File: src/rtl/ihs_defines.vh
// Constants for the internal homing sequencer.
// Assumes a 40 MHz clock; included by the sequencer and its timer.
`ifndef IHS_DEFINES_VH
`define IHS_DEFINES_VH
`define IHS_CLK_HZ 40000000
`define IHS_CYC_PER_MS (`IHS_CLK_HZ / 1000)
`define IHS_METHOD_RLIM 8'h01
`define IHS_METHOD_FLIM 8'h02
`define IHS_METHOD_LEFT 8'h07
`define IHS_METHOD_RIGHT 8'h08
`define IHS_TIME_LIMIT_S_RST 8'h32
`define IHS_DECEL_MS_RST 16'h000A
`define IHS_DIR_POS 1'b0
`define IHS_DIR_NEG 1'b1
`define IHS_SYNC_W 3
`endif

File: src/rtl/ihs_timer.v
// Down counter of whole units, each unit a fixed number of clock cycles.
// Assumes load and clear come from logic on the same clock.
`timescale 1ns/100ps
`include "ihs_defines.vh"
module ihs_timer #(
    parameter CNT_W = 16,
    parameter UNIT_CYC = 40000
) (
    input wire clk,
    input wire reset,
    input wire load,
    input wire clear,
    input wire [CNT_W-1:0] units,
    output wire expired
);
    reg [CNT_W-1:0] units_ff;
    reg [31:0] cyc_ff;
    reg run_ff;
    assign expired = run_ff && (units_ff == {CNT_W{1'b0}});
    always @(posedge clk or posedge reset) begin
        if (reset) begin
            units_ff <= {CNT_W{1'b0}};
            cyc_ff <= 32'h00000000;
            run_ff <= 1'b0;
        end else if (load) begin
            // Wins over clear, which is still high in the start cycle
            units_ff <= units;
            cyc_ff <= UNIT_CYC - 1;
            run_ff <= 1'b1;
        end else if (clear) begin
            run_ff <= 1'b0;
        end else if (run_ff && units_ff != {CNT_W{1'b0}}) begin
            if (cyc_ff == 32'h00000000) begin
                cyc_ff <= UNIT_CYC - 1;
                units_ff <= units_ff - 1'b1;
            end else begin
                cyc_ff <= cyc_ff - 32'h00000001;
            end
        end
    end
endmodule

File: src/rtl/ihs_sequencer.v
// Internal homing sequencer: searches limits, sensor edges and index.
// Assumes pin inputs are asynchronous; motion profile lies outside.
// How it works
// - Detection triggers stop with emergency decel time
// - Next signal ignored until motor stopped
// - Method 1: fast negative to reverse limit
// - Method 1: then slow positive to index
// - Method 2: fast positive to forward limit
// - Method 2: then slow negative to index
// - Methods 7/8 outside: fast positive, rising edge
// - Methods 7/8 inside: fast negative, falling edge
// - Method 7: then slow negative to index
// - Method 8: then slow positive to index
// - Over time limit aborts, reports failure
// - Homing allowed only in position modes
// - Index loads offset, optionally moves to zero
`timescale 1ns/100ps
`include "ihs_defines.vh"
module ihs_sequencer #(
    parameter VEL_W = 12,
    parameter POS_W = 32,
    parameter CYC_PER_S = 40000000,
    parameter CYC_PER_MS = 40000
) (
    input wire clk,
    input wire reset,
    input wire start,
    input wire position_mode,
    input wire [7:0] homing_method_select,
    input wire [VEL_W-1:0] fast_search_velocity,
    input wire [VEL_W-1:0] slow_search_velocity,
    input wire [7:0] homing_time_limit,
    input wire [POS_W-1:0] home_offset_value,
    input wire [15:0] homing_emergency_decel_time,
    input wire move_to_zero_en,
    input wire reverse_limit_input,
    input wire forward_limit_input,
    input wire near_home_sensor_input,
    input wire index_input,
    input wire motor_stopped,
    input wire move_zero_done,
    output reg motion_run,
    output reg motion_dir,
    output reg [VEL_W-1:0] motion_velocity,
    output reg stop_req,
    output reg [15:0] stop_decel_time,
    output reg pos_load,
    output reg [POS_W-1:0] pos_load_value,
    output reg move_zero_req,
    output reg busy,
    output reg done,
    output reg fail,
    output reg rejected
);
    localparam S_IDLE = 7'b0000001;
    localparam S_FAST = 7'b0000010;
    localparam S_STOP1 = 7'b0000100;
    localparam S_SLOW = 7'b0001000;
    localparam S_STOP2 = 7'b0010000;
    localparam S_ZERO = 7'b0100000;
    localparam S_ABORT = 7'b1000000;

    // Pins: three stages, change once stages two and three agree
    reg [`IHS_SYNC_W-1:0] rlim_sy_ff, flim_sy_ff, dog_sy_ff, idx_sy_ff;
    reg rlim_ff, flim_ff, dog_ff, idx_ff, dog_prev_ff;
    reg [6:0] state_ff;
    reg [7:0] method_ff;
    reg inside_ff;
    reg [6:0] nxt_state;
    wire dog_rise = dog_ff && !dog_prev_ff;
    wire dog_fall = !dog_ff && dog_prev_ff;
    wire method_ok = homing_method_select == `IHS_METHOD_RLIM ||
        homing_method_select == `IHS_METHOD_FLIM ||
        homing_method_select == `IHS_METHOD_LEFT ||
        homing_method_select == `IHS_METHOD_RIGHT;
    wire limit_run;
    reg timer_load;

    function agreed;
        input [`IHS_SYNC_W-1:0] sy;
        input old;
        agreed = (sy[2] == sy[1]) ? sy[1] : old;
    endfunction

    always @(posedge clk or posedge reset) begin
        if (reset) begin
            rlim_sy_ff <= 3'h0;
            flim_sy_ff <= 3'h0;
            dog_sy_ff <= 3'h0;
            idx_sy_ff <= 3'h0;
            rlim_ff <= 1'b0;
            flim_ff <= 1'b0;
            dog_ff <= 1'b0;
            idx_ff <= 1'b0;
            dog_prev_ff <= 1'b0;
        end else begin
            rlim_sy_ff <= {rlim_sy_ff[1:0], reverse_limit_input};
            flim_sy_ff <= {flim_sy_ff[1:0], forward_limit_input};
            dog_sy_ff <= {dog_sy_ff[1:0], near_home_sensor_input};
            idx_sy_ff <= {idx_sy_ff[1:0], index_input};
            rlim_ff <= agreed(rlim_sy_ff, rlim_ff);
            flim_ff <= agreed(flim_sy_ff, flim_ff);
            dog_ff <= agreed(dog_sy_ff, dog_ff);
            idx_ff <= agreed(idx_sy_ff, idx_ff);
            dog_prev_ff <= dog_ff;
        end
    end

    // Time limit in seconds; zero gives an immediate failure
    ihs_timer #(
        .CNT_W(8),
        .UNIT_CYC(CYC_PER_S)
    ) u_limit (
        .clk(clk),
        .reset(reset),
        .load(timer_load),
        .clear(state_ff == S_IDLE),
        .units(homing_time_limit),
        .expired(limit_run)
    );

    // Search is detected only while moving; stop states ignore pins
    wire fast_hit = (method_ff == `IHS_METHOD_RLIM) ? rlim_ff :
        (method_ff == `IHS_METHOD_FLIM) ? flim_ff :
        (inside_ff ? dog_fall : dog_rise);

    always @* begin
        nxt_state = state_ff;
        timer_load = 1'b0;
        case (state_ff)
            S_IDLE: begin
                if (start && position_mode && method_ok) begin
                    nxt_state = S_FAST;
                    timer_load = 1'b1;
                end
            end
            S_FAST: if (fast_hit) nxt_state = S_STOP1;
            S_STOP1: if (motor_stopped) nxt_state = S_SLOW;
            S_SLOW: if (idx_ff) nxt_state = S_STOP2;
            S_STOP2: if (motor_stopped) nxt_state = move_to_zero_en ? S_ZERO : S_IDLE;
            S_ZERO: if (move_zero_done) nxt_state = S_IDLE;
            S_ABORT: if (motor_stopped) nxt_state = S_IDLE;
            default: nxt_state = S_IDLE;
        endcase
        if (limit_run && state_ff != S_IDLE && state_ff != S_ABORT)
            nxt_state = S_ABORT;
    end

    always @(posedge clk or posedge reset) begin
        if (reset) begin
            state_ff <= S_IDLE;
            method_ff <= 8'h00;
            inside_ff <= 1'b0;
            motion_run <= 1'b0;
            motion_dir <= `IHS_DIR_POS;
            motion_velocity <= {VEL_W{1'b0}};
            stop_req <= 1'b0;
            stop_decel_time <= `IHS_DECEL_MS_RST;
            pos_load <= 1'b0;
            pos_load_value <= {POS_W{1'b0}};
            move_zero_req <= 1'b0;
            busy <= 1'b0;
            done <= 1'b0;
            fail <= 1'b0;
            rejected <= 1'b0;
        end else begin
            state_ff <= nxt_state;
            pos_load <= 1'b0;
            rejected <= 1'b0;
            if (state_ff == S_IDLE && start) begin
                rejected <= !(position_mode && method_ok);
                if (position_mode && method_ok) begin
                    method_ff <= homing_method_select;
                    inside_ff <= dog_ff;
                    done <= 1'b0;
                    fail <= 1'b0;
                end
            end
            busy <= nxt_state != S_IDLE;
            motion_run <= nxt_state == S_FAST || nxt_state == S_SLOW;
            stop_req <= nxt_state == S_STOP1 || nxt_state == S_STOP2 ||
                nxt_state == S_ABORT;
            stop_decel_time <= homing_emergency_decel_time;
            move_zero_req <= nxt_state == S_ZERO;
            if (nxt_state == S_FAST) begin
                motion_velocity <= fast_search_velocity;
                if (state_ff == S_IDLE) begin
                    if (homing_method_select == `IHS_METHOD_RLIM)
                        motion_dir <= `IHS_DIR_NEG;
                    else if (homing_method_select == `IHS_METHOD_FLIM)
                        motion_dir <= `IHS_DIR_POS;
                    else
                        motion_dir <= dog_ff ? `IHS_DIR_NEG : `IHS_DIR_POS;
                end
            end
            if (nxt_state == S_SLOW && state_ff == S_STOP1) begin
                motion_velocity <= slow_search_velocity;
                motion_dir <= (method_ff == `IHS_METHOD_FLIM ||
                    method_ff == `IHS_METHOD_LEFT) ? `IHS_DIR_NEG : `IHS_DIR_POS;
            end
            if (state_ff == S_SLOW && nxt_state == S_STOP2) begin
                pos_load <= 1'b1;
                pos_load_value <= home_offset_value;
            end
            if (state_ff != S_IDLE && nxt_state == S_IDLE && state_ff != S_ABORT)
                done <= 1'b1;
            if (nxt_state == S_ABORT)
                fail <= 1'b1;
        end
    end
endmodule

File: config.mk
export PLATFORM = sky130hd
export DESIGN_NAME = ihs_sequencer
export DESIGN_NICKNAME = d
export VERILOG_FILES = /design/src/rtl/ihs_timer.v /design/src/rtl/ihs_sequencer.v
export VERILOG_INCLUDE_DIRS = /design/src /design/src/rtl
export SDC_FILE = /design/constraint.sdc
export NUM_CORES = 1
export LEC_CHECK = 0
export BUFFER_PORTS_ARGS = -buffer_cell sky130_fd_sc_hd__buf_4
export CAP_MARGIN = 30
export CORE_MARGIN = 4
export CORE_UTILIZATION = 25
export CTS_CLUSTER_SIZE = 40
export DETAILED_ROUTE_END_ITERATION = 8
export GPL_ROUTABILITY_DRIVEN = 0
export PLACE_DENSITY = 0.42
export SKIP_CTS_REPAIR_TIMING = 1
export SKIP_LAST_GASP = 1
export SYNTH_ARGS = -nofsm -noshare
export SYNTH_HDL_FRONTEND = slang
export SYNTH_SLANG_ARGS = --single-unit
File: constraint.sdc
create_clock -name clk -period 7.88 [get_ports clk]
set_input_delay 2.364 -clock clk [delete_from_list [all_inputs] [get_ports clk]]
set_output_delay 2.364 -clock clk [all_outputs]
set_load 0.1 [all_outputs]
* Yosys cells after proc, flatten, opt, wreduce, memory -nomap -nowiden
Cells that the tools add are included.
** Word-level totals
- Register bits :: 143
- Latch bits :: 0
- Memory bits (writable) :: 0
- Bits in read-only memories :: 0
- Input port bits :: 99
- Output and inout bits :: 69
- Word-level logic and storage cells :: 140
- Memories :: 0
** Cells by class
- Add/sub/neg operators :: 2
- $mul :: 0
- Divide/modulo/power cells :: 0
- $lt $le $gt $ge :: 0
- Equal/unequal tests :: 29
- Shifts and indexed selects :: 0
- Muxes and demuxes :: 40
- Bitwise operators :: 0
- Reductions and logical operators :: 42
** Operator list (count)
- two-way mux 32 bit :: 4
- two-way mux 7 bit :: 8
- case mux 7 bit (7 select lines) :: 1
- zero test 32 bit :: 1
- two-way mux 8 bit :: 4
- subtractor 32 x 1 -> 32 bit, second input constant :: 1
- two-way mux 12 bit :: 2
- two-way mux 1 bit :: 20
- nonzero test 2 bit :: 9
- equality test 8 x 1 -> 1 bit, second input constant :: 2
- equality test 8 x 2 -> 1 bit, second input constant :: 2
- equality test 8 x 3 -> 1 bit, second input constant :: 2
- equality test 7 x 1 -> 1 bit, second input constant :: 2
- equality test 7 x 2 -> 1 bit, second input constant :: 2
- equality test 7 x 3 -> 1 bit, second input constant :: 2
- equality test 7 x 4 -> 1 bit, second input constant :: 2
- equality test 7 x 5 -> 1 bit, second input constant :: 2
- equality test 7 x 6 -> 1 bit, second input constant :: 2
- equality test 7 bit, second input constant :: 2
- logical AND 1 bit :: 14
- inequality test 7 x 1 -> 1 bit, second input constant :: 2
- AND reduction 2 bit :: 5
- equality test 8 x 4 -> 1 bit, second input constant :: 1
- zero test 8 bit :: 1
- other kinds (9) :: 20

* Logic depth before layout (Yosys ltp)
Gate-level depths: netlist of run 1.
- Word-level depth :: 13
- Depth in mapped cells :: 10

* Modules after synthesis
A second synthesis of run 1 with hierarchy kept.
** Unflattened totals
- Cell total of the unflattened synthesis :: 576
- Area total of the unflattened synthesis :: 6446.2 um2
** Modules (own cells, without submodules)
- ihs_sequencer :: instances 1, cells an instance 329, area each 4175.3 um2, seq. area each 2556.2 um2
- ihs_timer :: instances 1, cells an instance 247, area each 2270.9 um2, seq. area each 1026.0 um2

* Worst setup path before layout of run 1
OpenSTA, ideal clock, no wires.
- Path kind :: input-to-reg
- Start point :: in homing_method_select[5]
- End point :: reg u_limit.cyc_ff[13]
- Data arrival time :: 4.007 ns
- Required time :: 7.802 ns
- Slack :: 3.795 ns
- Cell stages on the path :: 7
- Cells stage by stage :: or4_1 -> nor4_2 -> a22o_2 -> buf_4 -> nand3_1 -> or3_1 -> a21oi_1
** Between the ends
- Word-level cells in the longest chain between the ends :: 9
- Elaborated cells on any way between the ends :: 14
- Classes of those cells :: eq/ne (5); mux (3); reduce/logical (6)
** Ends and longest elaborated chain
- from (decl) :: line ihs_sequencer.v:29 : input wire [7:0] homing_method_select,
- equality test 8 x 1 -> 1 bit (no source line) / equality test 8 x 2 -> 1 bit (equally long branches)
- logical OR 1 bit (no source line) (2 in a row)
- logical OR 1 bit (no source line) *
- logical AND 1 bit * :: line ihs_sequencer.v:132 : if (start && position_mode && method_ok) begin
- two-way mux 1 bit * :: line ihs_sequencer.v:132
- two-way mux 1 bit * :: line ihs_sequencer.v:130 : case (state_ff)
- inequality test 2 bit (no source line) / nonzero test 2 bit (equally long branches)
- AND reduction 2 bit (no source line)
- to (signal assigned) :: line ihs_timer.v:28 : cyc_ff <= UNIT_CYC - 1;
- to (signal assigned) :: line ihs_timer.v:34 : cyc_ff <= UNIT_CYC - 1;
- to (signal assigned) :: line ihs_timer.v:37 : cyc_ff <= cyc_ff - 32'h00000001;
- to (decl) :: line ihs_timer.v:17 : reg [31:0] cyc_ff;
Mark *: on every way between the ends. The rest lies on a longest branch, timed or not.
A chain may end at the register's enable or synchronous reset.

* Worst setup path after layout of run 1
- Start point :: in homing_method_select[5]
- End point :: reg u_limit.cyc_ff[14]
The elaborated chain is that of the path after synthesis.

==> results of run 1 <==
-- cell type report --
| class | count | area, um^2 | area share |
|---|---|---|---|
| Sequential cell | 143 | 3580 | 0.411 |
| Clock buffer | 19 | 443 | 0.0508 |
| Tap cell | 335 | 419 | 0.0481 |
| Multi-Input combinational cell | 405 | 2810 | 0.322 |
| Clock inverter | 13 | 129 | 0.0148 |
| Timing Repair Buffer | 173 | 1300 | 0.149 |
| Inverter | 9 | 38.8 | 0.00445 |
-- layer usage --
| metal | global-route usage | up-vias | wire length (um) |
|---|---|---|---|
| li1 | - | 2432 | - |
| met1 | 0.156 | 2446 | 7670 |
| met2 | 0.195 | 127 | 8140 |
| met3 | 0.0323 | 12 | 904 |
| met4 | 0.0288 | 2 | 191 |
| met5 | 0 | - | 13 |
-- per-stage QoR --
step	setup slack, ns	hold slack [ns]	power [W]
after floorplan	1.68	0.331	0.00136
after global placement	2.30	0.337	0.00153
after detailed placement	2.97	0.335	0.00153
after CTS	3.40	0.349	0.00233
after global routing	3.24	0.359	0.00241
final	3.48	0.347	0.00229
-- cells by family (layout without fill, tap and decap cells) --
group                      count (synthesis)  after routing  share of synthesized area
xor gates and xnor gates                  38             38                     0.0503
AOI/OAI and AO/OA                         79             79                     0.0813
muxes                                     38             38                     0.0809
buffers and inverters                     39            214                     0.0344
adders and majority gates                  8              8                     0.0136
and+or+nand+nor                          242            242                      0.198
DFF                                      143            143                      0.541
-- worst max-delay path by stage --
| stage | start | endpoint | depth (start not counted) |
|---|---|---|---|
| floorplan | reset | busy | 1 |
| global placement | homing_method_select[5] | motion_velocity[5] | 7 |
| detailed placement | homing_method_select[5] | motion_velocity[11] | 7 |
| CTS | homing_method_select[5] | motion_velocity[11] | 7 |
| global route | homing_method_select[5] | motion_velocity[4] | 7 |
| finish | homing_method_select[5] | u_limit.cyc_ff[14] | 7 |
-- report_power, final --
| group | switching [W] | internal [W] | total (W) |
|---|---|---|---|
| clock network | 0.000325 | 0.000449 | 0.000774 |
| registers | 0.0000554 | 0.000804 | 0.000859 |
| logic | 0.000470 | 0.000187 | 0.000657 |
-- critical path: stages --
cell and delay (ns):
buf_4 0.11, or4_1 0.62, nor4_2 0.29, a22o_2 0.57, nand3_1 0.23, or4_1 0.44, nand3_1 0.10
-- cells in the final DEF, fill, tap and decap left out, types with 3 or more instances in the layout --
cell type / Yosys / final
clkbuf_16: 0 / 17
nor3_1: 16 / 16
a211oi_1: 5 / 5
o211ai_1: 24 / 24
nor4b_1: 7 / 7
nor4_1: 10 / 10
or3b_2: 3 / 3
or4_1: 6 / 6
inv_6: 0 / 5
xnor2_1: 9 / 9
ha_1: 4 / 4
or3_1: 3 / 3
xor2_1: 29 / 29
buf_4: 1 / 173
nand3_1: 21 / 21
and3_1: 4 / 4
maj3_1: 4 / 4
and2_1: 7 / 7
a21oi_1: 18 / 18
nand3b_1: 5 / 5
inv_1: 9 / 8
mux2_2: 8 / 8
dfrtp_1: 140 / 140
nor2_1: 55 / 55
nand4b_1: 7 / 7
nor2b_1: 5 / 5
or3_4: 3 / 3
mux2_4: 29 / 29
o21ai_0: 9 / 9
nand4_1: 16 / 16
clkinvlp_4: 0 / 4
o31ai_1: 4 / 4
nand2_1: 60 / 60
a31oi_1: 4 / 4
dfstp_2: 3 / 3
-- state kept, by name (all words and copies together), names as in the netlist, 3 cells and up --
signal,cells
rlim_sy_ff,3
pos_load_value,32
method_ff,8
idx_sy_ff,3
motion_velocity,12
dog_sy_ff,3
flim_sy_ff,3
state_ff,7
u_limit.cyc_ff,32
u_limit.units_ff,8
stop_decel_time,16
==> flow_summary.toml, run 1 <==
[detailed_routing]
vias = 5019
detail-route-antenna-nets = 0
first_pass_iters = 4
wl_mm = 16.9
drc = 0
drtIter0Drc = 309
avgViaCountPerCell = 4.58
wire_per_inst_um = 15.4

[synthesis]
synthTopCellsByCount = "140 x dfrtp_1, 60 x nand2_1, 55 x nor2_1"
ys_seq_elements = 143
synth.area.top_cells = "dfrtp_1 53%, mux2_4 6.6%, xor2_1 3.8%"
synth_async_sr_flop_share = 1.00
netlist_area_mm2 = 0.00662
synth_edf_count = 0
yosysSeqAreaShare = 0.541
synth_top_cell_area_share = 0.529
synth.distinct_cells = 60
synth.avg_cell_area_um2 = 11.3
syn_nets = 690
synth_most_common_cell = "dfrtp_1"
synth_ff_type = "dfrtp_1"
yosys.area.top_type = "dfrtp_1"
syn_inst = 587
ys_warn_count = 0

[power]
leakagePower_nw = 4.05
p_per_area_mw_per_mm2 = 263
peakVddDrop_uv = 115

[global_routing]
grt_overflow = 0
antenna_found_initial = 1
grt_start_max_net_pins = 81
first_global_vias = 5372
grt_usage = 0.118
grt_pass1_wl_mm = 27.8

[clock_network]
cts_tree = "yes"
clkSinkCount = 143
ctsLongestPathBuffers = 2
htree_num_levels = 4
numCtsBuffers = 17
root_buffer = "clkbuf_16"
clkLatencyLatePin_ns = 0.41
path_clk_slew_ns = 0.06

[die]
start_util = 0.254
chipHeight_um = 171
design.core.area_mm2 = 0.0261
dieArea_mm2 = 0.0291
dieWidth_um = 171
pin_count = 168
fp-row-count = 59

[worst_hold_path]
min_from = "rlim_sy_ff[0]"
min_to = "rlim_sy_ff[1]"
hp-class = "flop to flop"
hold-path-cell-count = 0

[sta]
rsz0062_at_grt = "no"
slew-limit-headroom = 0.442
tightest_slew_ns = 0.836
setup_violations = 0
finalSetupTns_ns = 0
fin_skew_ns = 0.0104
fin_crit_sh = 0.559
finalHoldViolCount = 0
period_needed_ns = 4.40
slew_viol_final = 0
clock.fmax_ghz = 0.227

[placement]
hpwl_mm = 12.2
postPlaceCellArea_mm2 = 0.00815
port_buffers = 167
dpl.cell_count = 1065

[setup_path]
r2r_end = "pos_load_value[29]"
reg2regPathDepth = 6
critical_path_required_ns = 8.22
r2r_slack_ns = 4.83
worst-setup-path-type = "input port to flop"
crit_fanout = 31
critPathArrivalTime_ns = 4.75
crit_path_end_kind = "flop"
r2r-start = "state_ff[4]"
cp-start-kind = "input port"

[final_layout]
fin_cells = 1097
n_antenna_cell = 0
drive_gt1_frac = 0.343
fin_util = 0.335
fill_cells = 2621
syn2layout_area_growth_pct = 31.7
finalInstanceArea_mm2 = 0.00872
fin_nets = 852

[status]
outcome = "finished, final reports clean"

[run]
max_cap_violations = 0
(Power assumes the default switching activity.)
==> run 2: changes to the inputs <==
==> constraint.sdc (replaced) <==
create_clock -name clk -period 4.5 [get_ports clk]
set_input_delay 1.35 -clock clk [delete_from_list [all_inputs] [get_ports clk]]
set_output_delay 1.35 -clock clk [all_outputs]
set_load 0.1 [all_outputs]
==> run 2 against run 1 <==
- via count up 1.8%
- sequential share of layout area down 0.082 points
- clock power up 72%
- die area unchanged
- highest routed layer is now met4
==> flow_summary.toml, run 2 (synthesis gave the netlist of run 1 again) <==
[status]
outcome = "finished, final reports clean"

[sta]
fin_crit_sh = 0.741
fin_skew_ns = 0.0108
period_needed_ns = 3.34
finalSetupTns_ns = 0
clock.fmax_ghz = 0.300
tightest_slew_ns = 0.865
rsz0062_at_grt = "no"
finalHoldViolCount = 0
slew-limit-headroom = 0.422
hold_ws_ns = 0.350
setup_violations = 0
slew_viol_final = 0

[detailed_routing]
wire_per_inst_um = 15.7
detail-route-antenna-nets = 0
avgViaCountPerCell = 4.65
drc = 0
drtIter0Drc = 250
first_pass_iters = 5
wl_mm = 17.2
vias = 5109

[setup_path]
worst-setup-path-type = "input port to flop"
crit_fanout = 14
crit_path_end_kind = "flop"
critical_path_required_ns = 4.77
critPathArrivalTime_ns = 3.61
cp-start-kind = "input port"

[global_routing]
first_global_vias = 5383
grt_pass1_wl_mm = 28.2
grt_start_max_net_pins = 72
grt_usage = 0.120
antenna_found_initial = 0
grt_overflow = 0

[die]
chipHeight_um = 171
fp-row-count = 59
pin_count = 168
start_util = 0.254
dieWidth_um = 171
dieArea_mm2 = 0.0291
design.core.area_mm2 = 0.0261

[final_layout]
mostFrequentLayoutCell = "buf_4"
fin_nets = 854
drive_gt1_frac = 0.346
final_cell_mix = "173 x buf_4, 140 x dfrtp_1, 60 x nand2_1"
fill_cells = 2587
n_antenna_cell = 0
multi_input_area_mm2 = 0.00282
regArea_mm2 = 0.00358
fin_util = 0.335
syn2layout_area_growth_pct = 32.0
reg.largest.list = "pos_load_value (32), u_limit.cyc_ff (32), stop_decel_time (16)"
fin_cells = 1099

[clock_network]
htree_num_levels = 4
numCtsBuffers = 17
path_clk_slew_ns = 0.06
root_buffer = "clkbuf_16"
clkSinkCount = 143
clkLatencyLatePin_ns = 0.42
cts_tree = "yes"
ctsLongestPathBuffers = 2

[power]
leakagePower_nw = 4.05
p_per_area_mw_per_mm2 = 457
totalPowerFinal_w = 0.00399
peakVddDrop_uv = 185

[placement]
dpl.cell_count = 1067
hpwl_mm = 12.4
port_buffers = 167

[run]
max_cap_violations = 0

[worst_hold_path]
hp-class = "flop to flop"
-- run 2: per-layer routing --
layer | share of wire | track usage
met5 | 0 | 0
met3 | 0.057 | 0.0333
met4 | 0.012 | 0.0330
met2 | 0.48 | 0.195
met1 | 0.45 | 0.158
-- run 2: worst paths after layout --
path,start,endpoint,slack (ns),cells past startpoint
worst max-delay path,homing_method_select[5],motion_velocity[9],1.16,8
worst min-delay path,flim_sy_ff[0],flim_sy_ff[1],0.35,0
worst max register to register,u_limit.units_ff[0],pos_load_value[29],1.43,8
worst min register to register,flim_sy_ff[0],flim_sy_ff[1],0.35,0
max in group asynchronous,reset,pos_load_value[28],2.47,3
min in group asynchronous,reset,stop_decel_time[15],1.08,2
-- run 2: power by group --
part	internal, W	switching [W]
Clock	0.000725	0.000606
Sequential	0.00141	0.0000917
Combinational	0.000329	0.000832
Total	0.00246	0.00153
-- run 2: critical path, stage by stage --
cell       delay (ns)
buf_4            0.11
nor4_1           0.40
buf_4            0.20
nand3_1          0.10
nor3_1           0.47
a2bb2oi_1        0.28
o21a_1           0.50
o211ai_1         0.18
-- run 2: cell type report --
cell class                 instances  share of cell area
clock buffer                      18              0.0491
clock inverter                    14              0.0142
inverter                           9             0.00430
multi-input combinational        405               0.322
sequential                       143               0.410
tap                              335              0.0480
timing repair buffer             175               0.152
-- run 2: per-stage QoR --
stage	worst slack, ns	area [um^2]
6_report	1.16	8740
5_1_grt	0.914	8740
4_1_cts	1.10	8740
3_3_place_gp	0.694	8170
2_1_floorplan	1.36	6620
3_5_place_dp	0.655	8190
